==> config.mk <==
export PLATFORM = sky130hd
export DESIGN_NAME = dac_ctl_regs
export DESIGN_NICKNAME = d
export VERILOG_FILES = /design/src/rtl/dac_ctl_pkg.sv /design/src/rtl/input_debounce.sv /design/src/rtl/gain_stepper.sv /design/src/rtl/dac_ctl_regs.sv
export SDC_FILE = /design/constraint.sdc
export NUM_CORES = 1
export LEC_CHECK = 0
export BUFFER_PORTS_ARGS = -buffer_cell sky130_fd_sc_hd__buf_2
export CAP_MARGIN = 20
export CORE_ASPECT_RATIO = 1.25
export CORE_MARGIN = 3
export CORE_UTILIZATION = 55
export CTS_CLUSTER_DIAMETER = 200
export CTS_CLUSTER_SIZE = 28
export DETAILED_ROUTE_END_ITERATION = 8
export GPL_TIMING_DRIVEN = 0
export MAX_ROUTING_LAYER = met4
export PLACE_DENSITY = 0.75
export SLEW_MARGIN = 25
export SYNTH_ARGS = -nofsm -noshare
export SYNTH_HDL_FRONTEND = slang
export SYNTH_SLANG_ARGS = --single-unit
==> constraint.sdc <==
create_clock -name clk_sys_i -period 10.1 [get_ports clk_sys_i]
set_input_delay 1.01 -clock clk_sys_i [delete_from_list [all_inputs] [get_ports clk_sys_i]]
set_output_delay 1.01 -clock clk_sys_i [all_outputs]
set_load 0.01 [all_outputs]
==> src/rtl/dac_ctl_pkg.sv <==
package dac_ctl_pkg;

	// Register offsets
	localparam logic [7:0] OFS_MUTE       = 8'h40;
	localparam logic [7:0] OFS_GAIN       = 8'h41;
	localparam logic [7:0] OFS_RSVD       = 8'h42;
	localparam logic [7:0] OFS_HEADSET    = 8'h43;
	localparam logic [7:0] OFS_COMPRESS   = 8'h44;

	// Reset values
	localparam logic [7:0] RST_MUTE       = 8'h0C;
	localparam logic [7:0] RST_GAIN       = 8'h00;
	localparam logic [7:0] RST_RSVD       = 8'h00;
	localparam logic [7:0] RST_HEADSET    = 8'h00;
	localparam logic [7:0] RST_COMPRESS   = 8'h0F;

	// Field positions
	localparam int         MUTE_BIT       = 3;
	localparam int         HS_EN_BIT      = 7;
	localparam int         HS_STAT_LSB    = 5;
	localparam int         HS_DEB_LSB     = 2;
	localparam int         BTN_DEB_LSB    = 0;
	localparam int         COMP_EN_BIT    = 6;
	localparam int         COMP_THR_LSB   = 2;
	localparam int         COMP_HYS_LSB   = 0;

	// Detection result codes
	localparam logic [1:0] HS_NONE        = 2'h0;
	localparam logic [1:0] HS_NO_MIC      = 2'h1;
	localparam logic [1:0] HS_WITH_MIC    = 2'h3;

	// Soft-step modes
	localparam logic [1:0] STEP_EVERY     = 2'h0;
	localparam logic [1:0] STEP_EVERY2    = 2'h1;
	localparam logic [1:0] STEP_AT_ONCE   = 2'h2;

	// Debounce timing against the 1 MHz reference
	localparam int         REF_CLK_HZ     = 1000000;
	localparam int         REF_TICKS_PER_MS = REF_CLK_HZ / 1000;
	localparam int         HS_SAMPLE_MS   = 2;
	localparam int         BTN_SAMPLE_MS  = 1;
	localparam logic [2:0] HS_DEB_MAX     = 3'h5;

	// Gain arithmetic: 12 half-dB steps per 6 dB octave
	localparam int         GAIN_STEPS_OCT = 12;
	localparam logic [8:0] GAIN_BIAS      = 9'h084;
	localparam logic [3:0] GAIN_UNITY_Q   = 4'hB;

endpackage : dac_ctl_pkg

==> src/rtl/input_debounce.sv <==
`timescale 1ns/1ps
module input_debounce (
	input  wire logic        clk_sys_i,  // System clock
	input  wire logic        resetn_i,   // Async reset, active low
	input  wire logic        ref_tick_i, // 1 MHz reference tick
	input  wire logic        enable_i,   // Debounce running
	input  wire logic        bypass_i,   // No debounce, follow input
	input  wire logic [16:0] interval_i, // Sample interval in ref ticks
	input  wire logic        raw_i,      // Raw level
	output logic             stable_o    // Debounced level
);

	logic [16:0] div_cnt_reg;
	logic        samp_stb_reg;
	logic [2:0]  agree_cnt_reg;
	logic        stable_reg;
	wire         div_wrap = (div_cnt_reg + 17'h00001) >= interval_i;

	assign stable_o = stable_reg;

	// Sample strobe at one eighth of the debounce time
	always_ff @(posedge clk_sys_i or negedge resetn_i) begin
		if (!resetn_i) begin
			div_cnt_reg  <= 17'h00000;
			samp_stb_reg <= 1'b0;
		end else if (!enable_i || bypass_i) begin
			div_cnt_reg  <= 17'h00000;
			samp_stb_reg <= 1'b0;
		end else begin
			samp_stb_reg <= ref_tick_i && div_wrap;
			if (ref_tick_i)
				div_cnt_reg <= div_wrap ? 17'h00000 : div_cnt_reg + 17'h00001;
		end
	end

	// Eight consecutive differing samples make a change
	always_ff @(posedge clk_sys_i or negedge resetn_i) begin
		if (!resetn_i) begin
			agree_cnt_reg <= 3'h0;
			stable_reg    <= 1'b0;
		end else if (!enable_i) begin
			agree_cnt_reg <= 3'h0;
			stable_reg    <= 1'b0;
		end else if (bypass_i) begin
			agree_cnt_reg <= 3'h0;
			stable_reg    <= raw_i;
		end else if (samp_stb_reg) begin
			if (raw_i == stable_reg)
				agree_cnt_reg <= 3'h0;
			else if (agree_cnt_reg == 3'h7) begin
				agree_cnt_reg <= 3'h0;
				stable_reg    <= raw_i;
			end else
				agree_cnt_reg <= agree_cnt_reg + 3'h1;
		end
	end
endmodule : input_debounce

==> src/rtl/gain_stepper.sv <==
`timescale 1ns/1ps
module gain_stepper (
	input  wire logic       clk_sys_i,    // System clock
	input  wire logic       resetn_i,     // Async reset, active low
	input  wire logic       sample_tick_i,// One pulse per sample period
	input  wire logic [1:0] step_mode_i,  // Soft-step mode
	input  wire logic [7:0] target_i,     // Requested gain code
	output logic      [7:0] current_o     // Gain code in effect
);

	logic [7:0] cur_reg;
	logic       half_reg;
	wire        at_once  = (step_mode_i != dac_ctl_pkg::STEP_EVERY) &&
	                       (step_mode_i != dac_ctl_pkg::STEP_EVERY2);
	wire        go_up    = $signed(target_i) > $signed(cur_reg);
	wire        step_ok  = (step_mode_i == dac_ctl_pkg::STEP_EVERY) || half_reg;

	assign current_o = cur_reg;

	always_ff @(posedge clk_sys_i or negedge resetn_i) begin
		if (!resetn_i) begin
			cur_reg  <= dac_ctl_pkg::RST_GAIN;
			half_reg <= 1'b0;
		end else if (sample_tick_i) begin
			half_reg <= !half_reg;
			if (at_once)
				cur_reg <= target_i;
			else if (step_ok && cur_reg != target_i)
				cur_reg <= go_up ? cur_reg + 8'h01 : cur_reg - 8'h01;
		end
	end
endmodule : gain_stepper

==> src/rtl/dac_ctl_regs.sv <==
`timescale 1ns/1ps
module dac_ctl_regs #(
	parameter int REF_TICKS_PER_MS = dac_ctl_pkg::REF_TICKS_PER_MS
) (
	input  wire logic        clk_sys_i,        // System clock, 50 MHz
	input  wire logic        resetn_i,         // Async reset, active low
	input  wire logic [7:0]  reg_addr_i,       // Register address
	input  wire logic [7:0]  reg_wdata_i,      // Write data
	input  wire logic        reg_we_i,         // Write strobe
	input  wire logic        reg_re_i,         // Read strobe
	output logic      [7:0]  reg_rdata_o,      // Read data, one cycle after strobe
	input  wire logic        ref_tick_i,       // 1 MHz reference tick
	input  wire logic [1:0]  softstep_mode_i,  // Volume soft-step setting
	input  wire logic        sample_tick_i,    // Sample period pulse
	input  wire logic [15:0] sample_i,         // Input playback sample
	output logic      [15:0] sample_o,         // Output playback sample
	output logic             sample_valid_o,   // Output sample pulse
	output logic             mute_o,           // Playback muted
	output logic      [7:0]  gain_code_o,      // Gain code in effect
	input  wire logic        jack_sense_i,     // Raw headset insertion
	input  wire logic        mic_sense_i,      // Raw microphone presence
	input  wire logic        button_i,         // Raw headset button
	output logic      [1:0]  headset_status_o, // Detection result
	output logic             button_pressed_o, // Debounced button
	output logic             comp_enable_o,    // Compression enabled
	output logic      [2:0]  comp_threshold_o, // Compression threshold code
	output logic      [1:0]  comp_hysteresis_o // Compression hysteresis code
);

	////////////////////////////////////////////////////////////////////////////////
	// Register storage

	logic [7:0] mute_reg;
	logic [7:0] gain_reg;
	logic [7:0] rsvd_reg;
	logic [7:0] headset_reg;
	logic [7:0] compress_reg;
	logic [7:0] rdata_reg;

	wire hit_mute     = reg_addr_i == dac_ctl_pkg::OFS_MUTE;
	wire hit_gain     = reg_addr_i == dac_ctl_pkg::OFS_GAIN;
	wire hit_rsvd     = reg_addr_i == dac_ctl_pkg::OFS_RSVD;
	wire hit_headset  = reg_addr_i == dac_ctl_pkg::OFS_HEADSET;
	wire hit_compress = reg_addr_i == dac_ctl_pkg::OFS_COMPRESS;

	always_ff @(posedge clk_sys_i or negedge resetn_i) begin
		if (!resetn_i) begin
			mute_reg     <= dac_ctl_pkg::RST_MUTE;
			gain_reg     <= dac_ctl_pkg::RST_GAIN;
			rsvd_reg     <= dac_ctl_pkg::RST_RSVD;
			headset_reg  <= dac_ctl_pkg::RST_HEADSET;
			compress_reg <= dac_ctl_pkg::RST_COMPRESS;
		end else if (reg_we_i) begin
			if (hit_mute)
				mute_reg <= reg_wdata_i;
			if (hit_gain)
				gain_reg <= reg_wdata_i;
			if (hit_rsvd)
				rsvd_reg <= reg_wdata_i;
			if (hit_headset)
				headset_reg <= reg_wdata_i;
			if (hit_compress)
				compress_reg <= reg_wdata_i;
		end
	end

	////////////////////////////////////////////////////////////////////////////////
	// Read path

	logic [1:0] status_reg;
	wire  [7:0] headset_rd = {headset_reg[dac_ctl_pkg::HS_EN_BIT], status_reg,
	                          headset_reg[4:0]};
	wire  [7:0] rd_mux     = hit_mute     ? mute_reg     :
	                         hit_gain     ? gain_reg     :
	                         hit_rsvd     ? rsvd_reg     :
	                         hit_headset  ? headset_rd   :
	                         hit_compress ? compress_reg : 8'h00;

	always_ff @(posedge clk_sys_i or negedge resetn_i) begin
		if (!resetn_i)
			rdata_reg <= 8'h00;
		else if (reg_re_i)
			rdata_reg <= rd_mux;
	end

	assign reg_rdata_o = rdata_reg;

	////////////////////////////////////////////////////////////////////////////////
	// Headset and button detection

	wire        det_en   = headset_reg[dac_ctl_pkg::HS_EN_BIT];
	wire  [2:0] hs_code  = headset_reg[dac_ctl_pkg::HS_DEB_LSB +: 3];
	wire  [1:0] btn_code = headset_reg[dac_ctl_pkg::BTN_DEB_LSB +: 2];
	wire        hs_ok    = hs_code <= dac_ctl_pkg::HS_DEB_MAX;
	wire  [1:0] btn_sh   = btn_code - 2'h1;
	wire [16:0] hs_interval  = 17'((dac_ctl_pkg::HS_SAMPLE_MS * REF_TICKS_PER_MS) << hs_code);
	wire [16:0] btn_interval = 17'((dac_ctl_pkg::BTN_SAMPLE_MS * REF_TICKS_PER_MS) << btn_sh);
	wire        jack_db;
	wire        btn_db;
	logic       btn_reg;

	input_debounce u_jack_debounce (
		.clk_sys_i  (clk_sys_i),
		.resetn_i   (resetn_i),
		.ref_tick_i (ref_tick_i),
		.enable_i   (det_en && hs_ok),
		.bypass_i   (1'b0),
		.interval_i (hs_interval),
		.raw_i      (jack_sense_i),
		.stable_o   (jack_db)
	);

	input_debounce u_button_debounce (
		.clk_sys_i  (clk_sys_i),
		.resetn_i   (resetn_i),
		.ref_tick_i (ref_tick_i),
		.enable_i   (det_en),
		.bypass_i   (btn_code == 2'h0),
		.interval_i (btn_interval),
		.raw_i      (button_i),
		.stable_o   (btn_db)
	);

	wire [1:0] status_next = !det_en ? dac_ctl_pkg::HS_NONE     :
	                         !jack_db ? dac_ctl_pkg::HS_NONE    :
	                         mic_sense_i ? dac_ctl_pkg::HS_WITH_MIC :
	                         dac_ctl_pkg::HS_NO_MIC;

	always_ff @(posedge clk_sys_i or negedge resetn_i) begin
		if (!resetn_i) begin
			status_reg <= dac_ctl_pkg::HS_NONE;
			btn_reg    <= 1'b0;
		end else begin
			status_reg <= status_next;
			btn_reg    <= det_en && jack_db && btn_db;
		end
	end

	assign headset_status_o = status_reg;
	assign button_pressed_o = btn_reg;

	////////////////////////////////////////////////////////////////////////////////
	// Gain and mute on the playback path

	function automatic logic [15:0] half_db_mant(input logic [3:0] idx);
		case (idx)
			4'h0:    half_db_mant = 16'h8000;
			4'h1:    half_db_mant = 16'h879C;
			4'h2:    half_db_mant = 16'h8FAD;
			4'h3:    half_db_mant = 16'h9838;
			4'h4:    half_db_mant = 16'hA145;
			4'h5:    half_db_mant = 16'hAADC;
			4'h6:    half_db_mant = 16'hB505;
			4'h7:    half_db_mant = 16'hBFC9;
			4'h8:    half_db_mant = 16'hCB30;
			4'h9:    half_db_mant = 16'hD745;
			4'hA:    half_db_mant = 16'hE412;
			4'hB:    half_db_mant = 16'hF1A2;
			default: half_db_mant = 16'h8000;
		endcase
	endfunction : half_db_mant

	wire        [7:0]  gain_cur;

	gain_stepper u_gain_stepper (
		.clk_sys_i     (clk_sys_i),
		.resetn_i      (resetn_i),
		.sample_tick_i (sample_tick_i),
		.step_mode_i   (softstep_mode_i),
		.target_i      (gain_reg),
		.current_o     (gain_cur)
	);

	// Code plus bias splits into octave count and half-dB step within it
	wire        [8:0]  gain_biased = {gain_cur[7], gain_cur} + dac_ctl_pkg::GAIN_BIAS;
	wire        [3:0]  gain_oct    = 4'(gain_biased / 9'(dac_ctl_pkg::GAIN_STEPS_OCT));
	wire        [3:0]  gain_step   = 4'(gain_biased % 9'(dac_ctl_pkg::GAIN_STEPS_OCT));
	wire signed [16:0] mant        = $signed({1'b0, half_db_mant(gain_step)});
	wire signed [32:0] prod        = $signed(sample_i) * mant;
	wire signed [39:0] prod_ext    = 40'(prod);
	wire        [3:0]  up_sh       = gain_oct - dac_ctl_pkg::GAIN_UNITY_Q;
	wire        [4:0]  dn_sh       = 5'h1A - {1'b0, gain_oct};
	wire signed [39:0] scaled      = (gain_oct >= dac_ctl_pkg::GAIN_UNITY_Q) ?
	                                 ((prod_ext <<< up_sh) >>> 15) : (prod_ext >>> dn_sh);
	wire               sat_hi      = !scaled[39] && (scaled[38:15] != 24'h000000);
	wire               sat_lo      = scaled[39] && (scaled[38:15] != 24'hFFFFFF);
	wire        [15:0] gained      = sat_hi ? 16'h7FFF : sat_lo ? 16'h8000 : scaled[15:0];
	wire               muted       = mute_reg[dac_ctl_pkg::MUTE_BIT];

	logic [15:0] sample_reg;
	logic        valid_reg;
	logic        mute_out_reg;

	always_ff @(posedge clk_sys_i or negedge resetn_i) begin
		if (!resetn_i) begin
			sample_reg   <= 16'h0000;
			valid_reg    <= 1'b0;
			mute_out_reg <= dac_ctl_pkg::RST_MUTE[dac_ctl_pkg::MUTE_BIT];
		end else begin
			valid_reg    <= sample_tick_i;
			mute_out_reg <= muted;
			if (sample_tick_i)
				sample_reg <= muted ? 16'h0000 : gained;
		end
	end

	assign sample_o       = sample_reg;
	assign sample_valid_o = valid_reg;
	assign mute_o         = mute_out_reg;
	assign gain_code_o    = gain_cur;

	////////////////////////////////////////////////////////////////////////////////
	// Compression settings

	logic       comp_en_reg;
	logic [2:0] comp_thr_reg;
	logic [1:0] comp_hys_reg;

	always_ff @(posedge clk_sys_i or negedge resetn_i) begin
		if (!resetn_i) begin
			comp_en_reg  <= dac_ctl_pkg::RST_COMPRESS[dac_ctl_pkg::COMP_EN_BIT];
			comp_thr_reg <= dac_ctl_pkg::RST_COMPRESS[dac_ctl_pkg::COMP_THR_LSB +: 3];
			comp_hys_reg <= dac_ctl_pkg::RST_COMPRESS[dac_ctl_pkg::COMP_HYS_LSB +: 2];
		end else begin
			comp_en_reg  <= compress_reg[dac_ctl_pkg::COMP_EN_BIT];
			comp_thr_reg <= compress_reg[dac_ctl_pkg::COMP_THR_LSB +: 3];
			comp_hys_reg <= compress_reg[dac_ctl_pkg::COMP_HYS_LSB +: 2];
		end
	end

	assign comp_enable_o     = comp_en_reg;
	assign comp_threshold_o  = comp_thr_reg;
	assign comp_hysteresis_o = comp_hys_reg;
endmodule : dac_ctl_regs

# Word level (Yosys, flattened, before mapping)
# Memory sizes are Yosys's and may differ from the RTL's.
# Cells that the tools add are included.
# totals
mem_count	1
output_inout_bits	43
word_cells	135
ff_bits	128
mem_bits_ro	240
# classes
shifts	4
mux	41
add_sub_neg	10
n_reduce_logical	28
n_lt_le_gt_ge	5
n_mul	1
div_mod_pow	2
eq_ne	19
# memory_table
name	depth	word_bits	rd	rd_ports_with_merged_regs	write_ports	line_no	text
(no name shown)	16	15	1	0	0	dac_ctl_regs.sv:146	case (idx)
# op_table
op	count
17-bit two-way mux	6
8-bit two-way mux	8
16-bit two-way mux	3
8-bit by 7-bit equality test with 1-bit output (second input constant)	5
40-bit two-way mux	1
33-bit by 4-bit <<< shifter with 40-bit output	1
33-bit by 5-bit >>> shifter with 40-bit output	1
17-bit by 1-bit adder with 17-bit output (second input constant)	2
17-bit greater-or-equal comparator	2
16-bit by 17-bit multiplier with 33-bit output	1
3-bit two-way mux	9
24-bit inequality test (second input constant)	1
24-bit nonzero test	1
10-bit by 2-bit << shifter with 17-bit output (first input constant)	1
11-bit by 3-bit << shifter with 17-bit output (first input constant)	1
2-bit AND reduction	6
1-bit two-way mux	11
9-bit by 8-bit adder with 9-bit output (second input constant)	1
9-bit by 4-bit divider with 9-bit output (second input constant)	1
1-bit logical AND	9
9-bit by 4-bit remainder unit with 9-bit output (second input constant)	1
8-bit by 1-bit adder with 8-bit output (second input constant)	1
8-bit greater-than comparator	1
2-bit inequality test (second input constant)	4
19 further kinds	32

# Depth between registers and ports, before layout
# An unclocked memory read counts as a cell.
# logic_depth
ltp_word	11
depth_mapped	44
mapped_depth_nobuf	37

# Cells and area by module
# Synthesis repeated with hierarchy kept, for this count alone.
# unflattened
hier_cells	2287
area_unflattened_um2	19925.4
# modules_own_cells
module	area_each_um2	seq_area_each_um2	cells_per_inst	n_inst
dac_ctl_regs	15543.7	1840.5	1802	1
input_debounce at u_button_debounce	1776.7	550.5	197	1
input_debounce at u_jack_debounce	1611.5	550.5	176	1
gain_stepper	993.5	225.2	112	1

# Worst setup path after synthesis
# No wires, ideal clock.
# synth_path
path_kind	reg2reg
startpoint	register u_gain_stepper.cur_reg[3], in the netlist u_gain_stepper.current_o[3]
endpoint	register sample_reg[10], in the netlist sample_o[10]
period_less_slack_ns	10.305
setup_time_ns	0.144
required_ns	9.956
n_path_buf	6
setup_slack_ns	-0.205
stages_incl_launch_ff	39
arrival_ns	10.161
cell_sequence	dfrtp_1 > ha_1 > buf_4 > and3b_1 > a221oi_1 > o211ai_1 > a222oi_1 > a211o_1 > buf_6 > inv_6 > buf_2 > xnor2_2 > nand2_1 > and2_1 > o21ai_1 > clkbuf_1 > nand2_1 > fa_1 > (+3 left out) > fa_1 > fa_1 > inv_1 > ha_1 > clkbuf_1 > a21oi_1 > o211ai_1 > a221oi_1 > o21a_1 > xor2_1 > mux2i_1 > a221o_1 > a211o_1 > a211oi_1 > a32oi_1 > a211oi_4 > buf_6 > o221ai_2
# synth_between
elab_chain_len	11
elab_cells_between_ends	19
# synth_rtl
item	line_no	text
from (decl)	gain_stepper.sv:11	logic [7:0] cur_reg;
from (signal assigned)	gain_stepper.sv:22	cur_reg <= dac_ctl_pkg::RST_GAIN;
from (signal assigned)	gain_stepper.sv:27	cur_reg <= target_i;
from (signal assigned)	gain_stepper.sv:29	cur_reg <= go_up ? cur_reg + 8'h01 : cur_reg - 8'h01;
9-bit by 8-bit adder with 9-bit output (*)	dac_ctl_regs.sv:175	wire [8:0] gain_biased = {gain_cur[7], gain_cur} + dac_ctl_pkg::GAIN_BIAS;
9-bit by 4-bit remainder unit with 9-bit output	dac_ctl_regs.sv:177	wire [3:0] gain_step = 4'(gain_biased % 9'(dac_ctl_pkg::GAIN_STEPS_OCT));
memory 16 x 15 bit	--	
16-bit by 17-bit multiplier with 33-bit output	dac_ctl_regs.sv:179	wire signed [32:0] prod = $signed(sample_i) * mant;
33-bit by 5-bit >>> shifter with 40-bit output or 33-bit by 4-bit <<< shifter with 40-bit output (tied branches)	dac_ctl_regs.sv:184	((prod_ext <<< up_sh) >>> 15) : (prod_ext >>> dn_sh);
40-bit two-way mux (*)	dac_ctl_regs.sv:183	wire signed [39:0] scaled = (gain_oct >= dac_ctl_pkg::GAIN_UNITY_Q) ?
24-bit inequality test	dac_ctl_regs.sv:186	wire sat_lo = scaled[39] && (scaled[38:15] != 24'hFFFFFF);
1-bit logical AND	dac_ctl_regs.sv:186	
16-bit two-way mux	dac_ctl_regs.sv:187	wire [15:0] gained = sat_hi ? 16'h7FFF : sat_lo ? 16'h8000 : scaled[15:0];
16-bit two-way mux (*)	dac_ctl_regs.sv:187	
16-bit two-way mux (*)	dac_ctl_regs.sv:203	sample_reg <= muted ? 16'h0000 : gained;
to (signal assigned)	dac_ctl_regs.sv:203	
to (decl)	dac_ctl_regs.sv:190	logic [15:0] sample_reg;
# Every way passes the cells marked *; elsewhere a longest branch is shown, timed or not.
# A chain may end at the register's enable or synchronous reset.

# Worst setup path after layout
# layout_path
startpoint	register u_gain_stepper.cur_reg[3], in the netlist u_gain_stepper.current_o[3]
endpoint	register sample_reg[11], in the netlist sample_o[11]
# The elaborated chain is that of the path after synthesis.

==> results_dict.tcl <==
set metrics [dict create \
    status "finished with violations" \
    failed_checks "setup timing" \
    synthFlopType "dfrtp_1" \
    drt_drc_violations_left 0 \
    yosysSeqAreaShare 0.1694 \
    postSynthAreaPerCell_um2 8.803 \
    nNetsFinal 2736 \
    synthTopCellsByArea "fa_1 (21%), dfrtp_1 (15%), ha_1 (12%)" \
    grt_setup_unrepaired "yes" \
    crit_required_ns 10.39 \
    cts_hold_buf 0 \
    period_share 1.010 \
    dr_total_vias 16820 \
    routedWlPerCell_um 20.77 \
    hold_path.class "reg -> reg" \
    cp_num_buf_inv 6 \
    critPathLaunch "u_gain_stepper.current_o[3]$_DFFE_PN0P_" \
    async_flop_share 1.000 \
    clock_latency_ns 0.43 \
    hold_violations 0 \
    gp_congestion 0.9873 \
    critical_path_class "reg -> reg" \
    portBuffers 83 \
    cpPeakStageDelay_ns 0.62 \
    core_region_area_mm2 0.03305 \
    yosysWarnings 0 \
    ant_nets 0 \
    pin_count 86 \
    setup.worst_path.start_class "flop" \
    slew_viol_final 0 \
    grt-ovfl-total 0 \
    end_kind "flop" \
    syn_area_mm2 0.01869 \
    dieArea_mm2 0.03624 \
    layout-drive-gt1-share 0.2181 \
    dr.pass1.iters 7 \
    fmax_ghz 0.09801 \
    slew_headroom 0.2650 \
    synthDistinctLibCells 91 \
    clock-skew-final_ns 0.007262 \
    grt_pass1_vias 17650 \
    final_common_cell "inv_1" \
    cts.sinks 126 \
    die_height_um 212.1 \
    die_width_um 170.9 \
    slowest_stage "fa_2" \
    postSynthCellCount 2123 \
    cp_max_fo 5 \
    crit_end "sample_o[11]$_DFFE_PN0P_" \
    syn_to_final_growth_pct 19.44 \
    dp_hpwl_um 42230 \
    synth_edf_count 0 \
    ys_ff_latch 126 \
    numCtsBuffers 17 \
    r2r-start "u_gain_stepper.current_o[3]$_DFFE_PN0P_" \
    grt_pass1_wl_um 90820 \
    crit_family "compound AO/OA/AOI/OAI gates" \
    worst_slew_pin_slew_ns 1.103 \
    start_util 0.5654 \
    num_rows 74 \
    cts-root-buf "clkbuf_16" \
    htreeDepth 4 \
    yosysTopAreaCell "fa_1" \
    cts_tree "done" \
    path_clk_slew_ns 0.06 \
    vias_per_cell 6.111 \
    fin_crit_ns 10.20 \
    routed_wl_um 57190 \
    r2r_setup_slack_ns -0.10 \
    post-place-ws_ns -2.329 \
    critical_path_depth 36 \
    gr-usage-all-layers 0.3250 \
    clockBufferDepth 2 \
    r2r_end "sample_o[11]$_DFFE_PN0P_" \
    grt_max_degree 95 \
    reg2reg_depth 36 \
    antenna_found_initial 1 \
    syn_nets 2538 \
    crit_arrival_ns 10.49 \
    setup_viol 15 \
    yosysTopAreaCellShare 0.2099 \
    drt-initial-drc-count 1115 \
    layout_common_cells "inv_1 (272), nand2_1 (210), fa_1 (178), ha_1 (158), nor2_1 (133)" \
    setup_ws_ns -0.1027 \
    maxCapViolations 0 \
    fillers 2603 \
]
==> cell usage after synthesis (13+ instances only) <==
cell type and n:
xnor2_1 40, clkbuf_1 74, nand2_1 219, nor2b_1 17, dfrtp_1 115, a21o_1 15, o22ai_1 13, mux2i_1 61
nor2_1 139, nand2b_1 29, fa_1 196, o21ai_0 69, inv_1 280, a21oi_1 99, a211oi_1 19, o211ai_1 18
o21a_1 25, a22o_1 17, ha_1 176, nor3_1 29, nand4_1 13, and3_1 23, xor2_1 19, nand3_1 49
and2_1 95, mux2_2 51
==> cell families (layout without fill, tap and decap cells) <==
group / after synthesis / count (layout) / synth area share
and+or+nand+nor: 655 / 655 / 0.1680
muxes: 116 / 116 / 0.06822
xor gates and xnor gates: 62 / 62 / 0.03026
AOI/OAI and AO/OA: 410 / 410 / 0.1559
buffers and inverters: 382 / 593 / 0.08034
adders and majority gates: 372 / 372 / 0.3278
DFF: 126 / 126 / 0.1694
other: 0 / 1 / 0
==> stage by stage <==
| step | utilization | TNS [ns] | instances | cell area [µm²] | hold WS, ns |
|---|---|---|---|---|---|
| 3_5_place_dp | 0.5964 | -34.99 | 2625 | 19710 | 0.3660 |
| 5_1_grt | 0.6753 | -4.514 | 2753 | 22320 | 0.3780 |
| 4_1_cts | 0.6635 | 0 | 2743 | 21930 | 0.3712 |
| 3_3_place_gp | 0.5949 | -35.04 | 2624 | 19670 | 0.3668 |
| 2_1_floorplan | - | 0 | 2123 | 18730 | 0.3591 |
| 6_report | 0.6753 | -1.172 | 2753 | 22320 | 0.3728 |
==> cell type report <==
type	count	area, µm²	area share
Buffer	87	528.0	0.02365
Sequential cell	126	3169	0.1420
Multi-Input combinational cell	1615	14960	0.6701
Tap cell	418	523.0	0.02343
Timing Repair Buffer	192	1423	0.06373
Clock buffer	21	470.5	0.02108
Inverter	282	1071	0.04798
Antenna cell	1	2.502	0.0001121
Clock inverter	11	176.4	0.007903
==> worst reg2reg max path, delay by kind of cell, from the launching register on <==
family | cells | cell delay [ns]
compound gates | 15 | 3.97
fa+ha+maj | 8 | 3.60
buf+inv | 6 | 0.75
simple gates | 4 | 0.65
xor+xnor | 2 | 0.52
flops | 1 | 0.44
mux | 1 | 0.13
==> repair_timing <==
action | in CTS | in global routing
setup buffers | 93 | 15
gates resized for setup | 198 | 82
endpoints found under the setup margin | 16 | 15
pin swaps | 103 | 73
cloned | 2 | 1
==> worst min path at each step <==
stage | depth (start not counted) | from | end | slack, ns
after floorplan | 0 | compress_reg[0]$_DFFE_PN1P_ | comp_hysteresis_o[0]$_DFF_PN1_ | 0.36
final | 0 | compress_reg[3]$_DFFE_PN1P_ | comp_threshold_o[1]$_DFF_PN1_ | 0.37
after global placement | 0 | compress_reg[2]$_DFFE_PN1P_ | comp_threshold_o[0]$_DFF_PN1_ | 0.37
after CTS | 0 | compress_reg[3]$_DFFE_PN1P_ | comp_threshold_o[1]$_DFF_PN1_ | 0.37
after global routing | 0 | compress_reg[3]$_DFFE_PN1P_ | comp_threshold_o[1]$_DFF_PN1_ | 0.38
after detailed placement | 0 | compress_reg[0]$_DFFE_PN1P_ | comp_hysteresis_o[0]$_DFF_PN1_ | 0.37
==> per-layer routing <==
metal,part of all wire,track usage,vias to the layer above
met1,0.36,0.3513,8175
met2,0.51,0.5647,767
li1,-,-,7589
met3,0.059,0.04612,293
met5,0,-,-
met4,0.075,0.1949,0
Power is not shown: default switching activity piles up to over one toggle a cycle in this logic, so the estimate is an artifact.
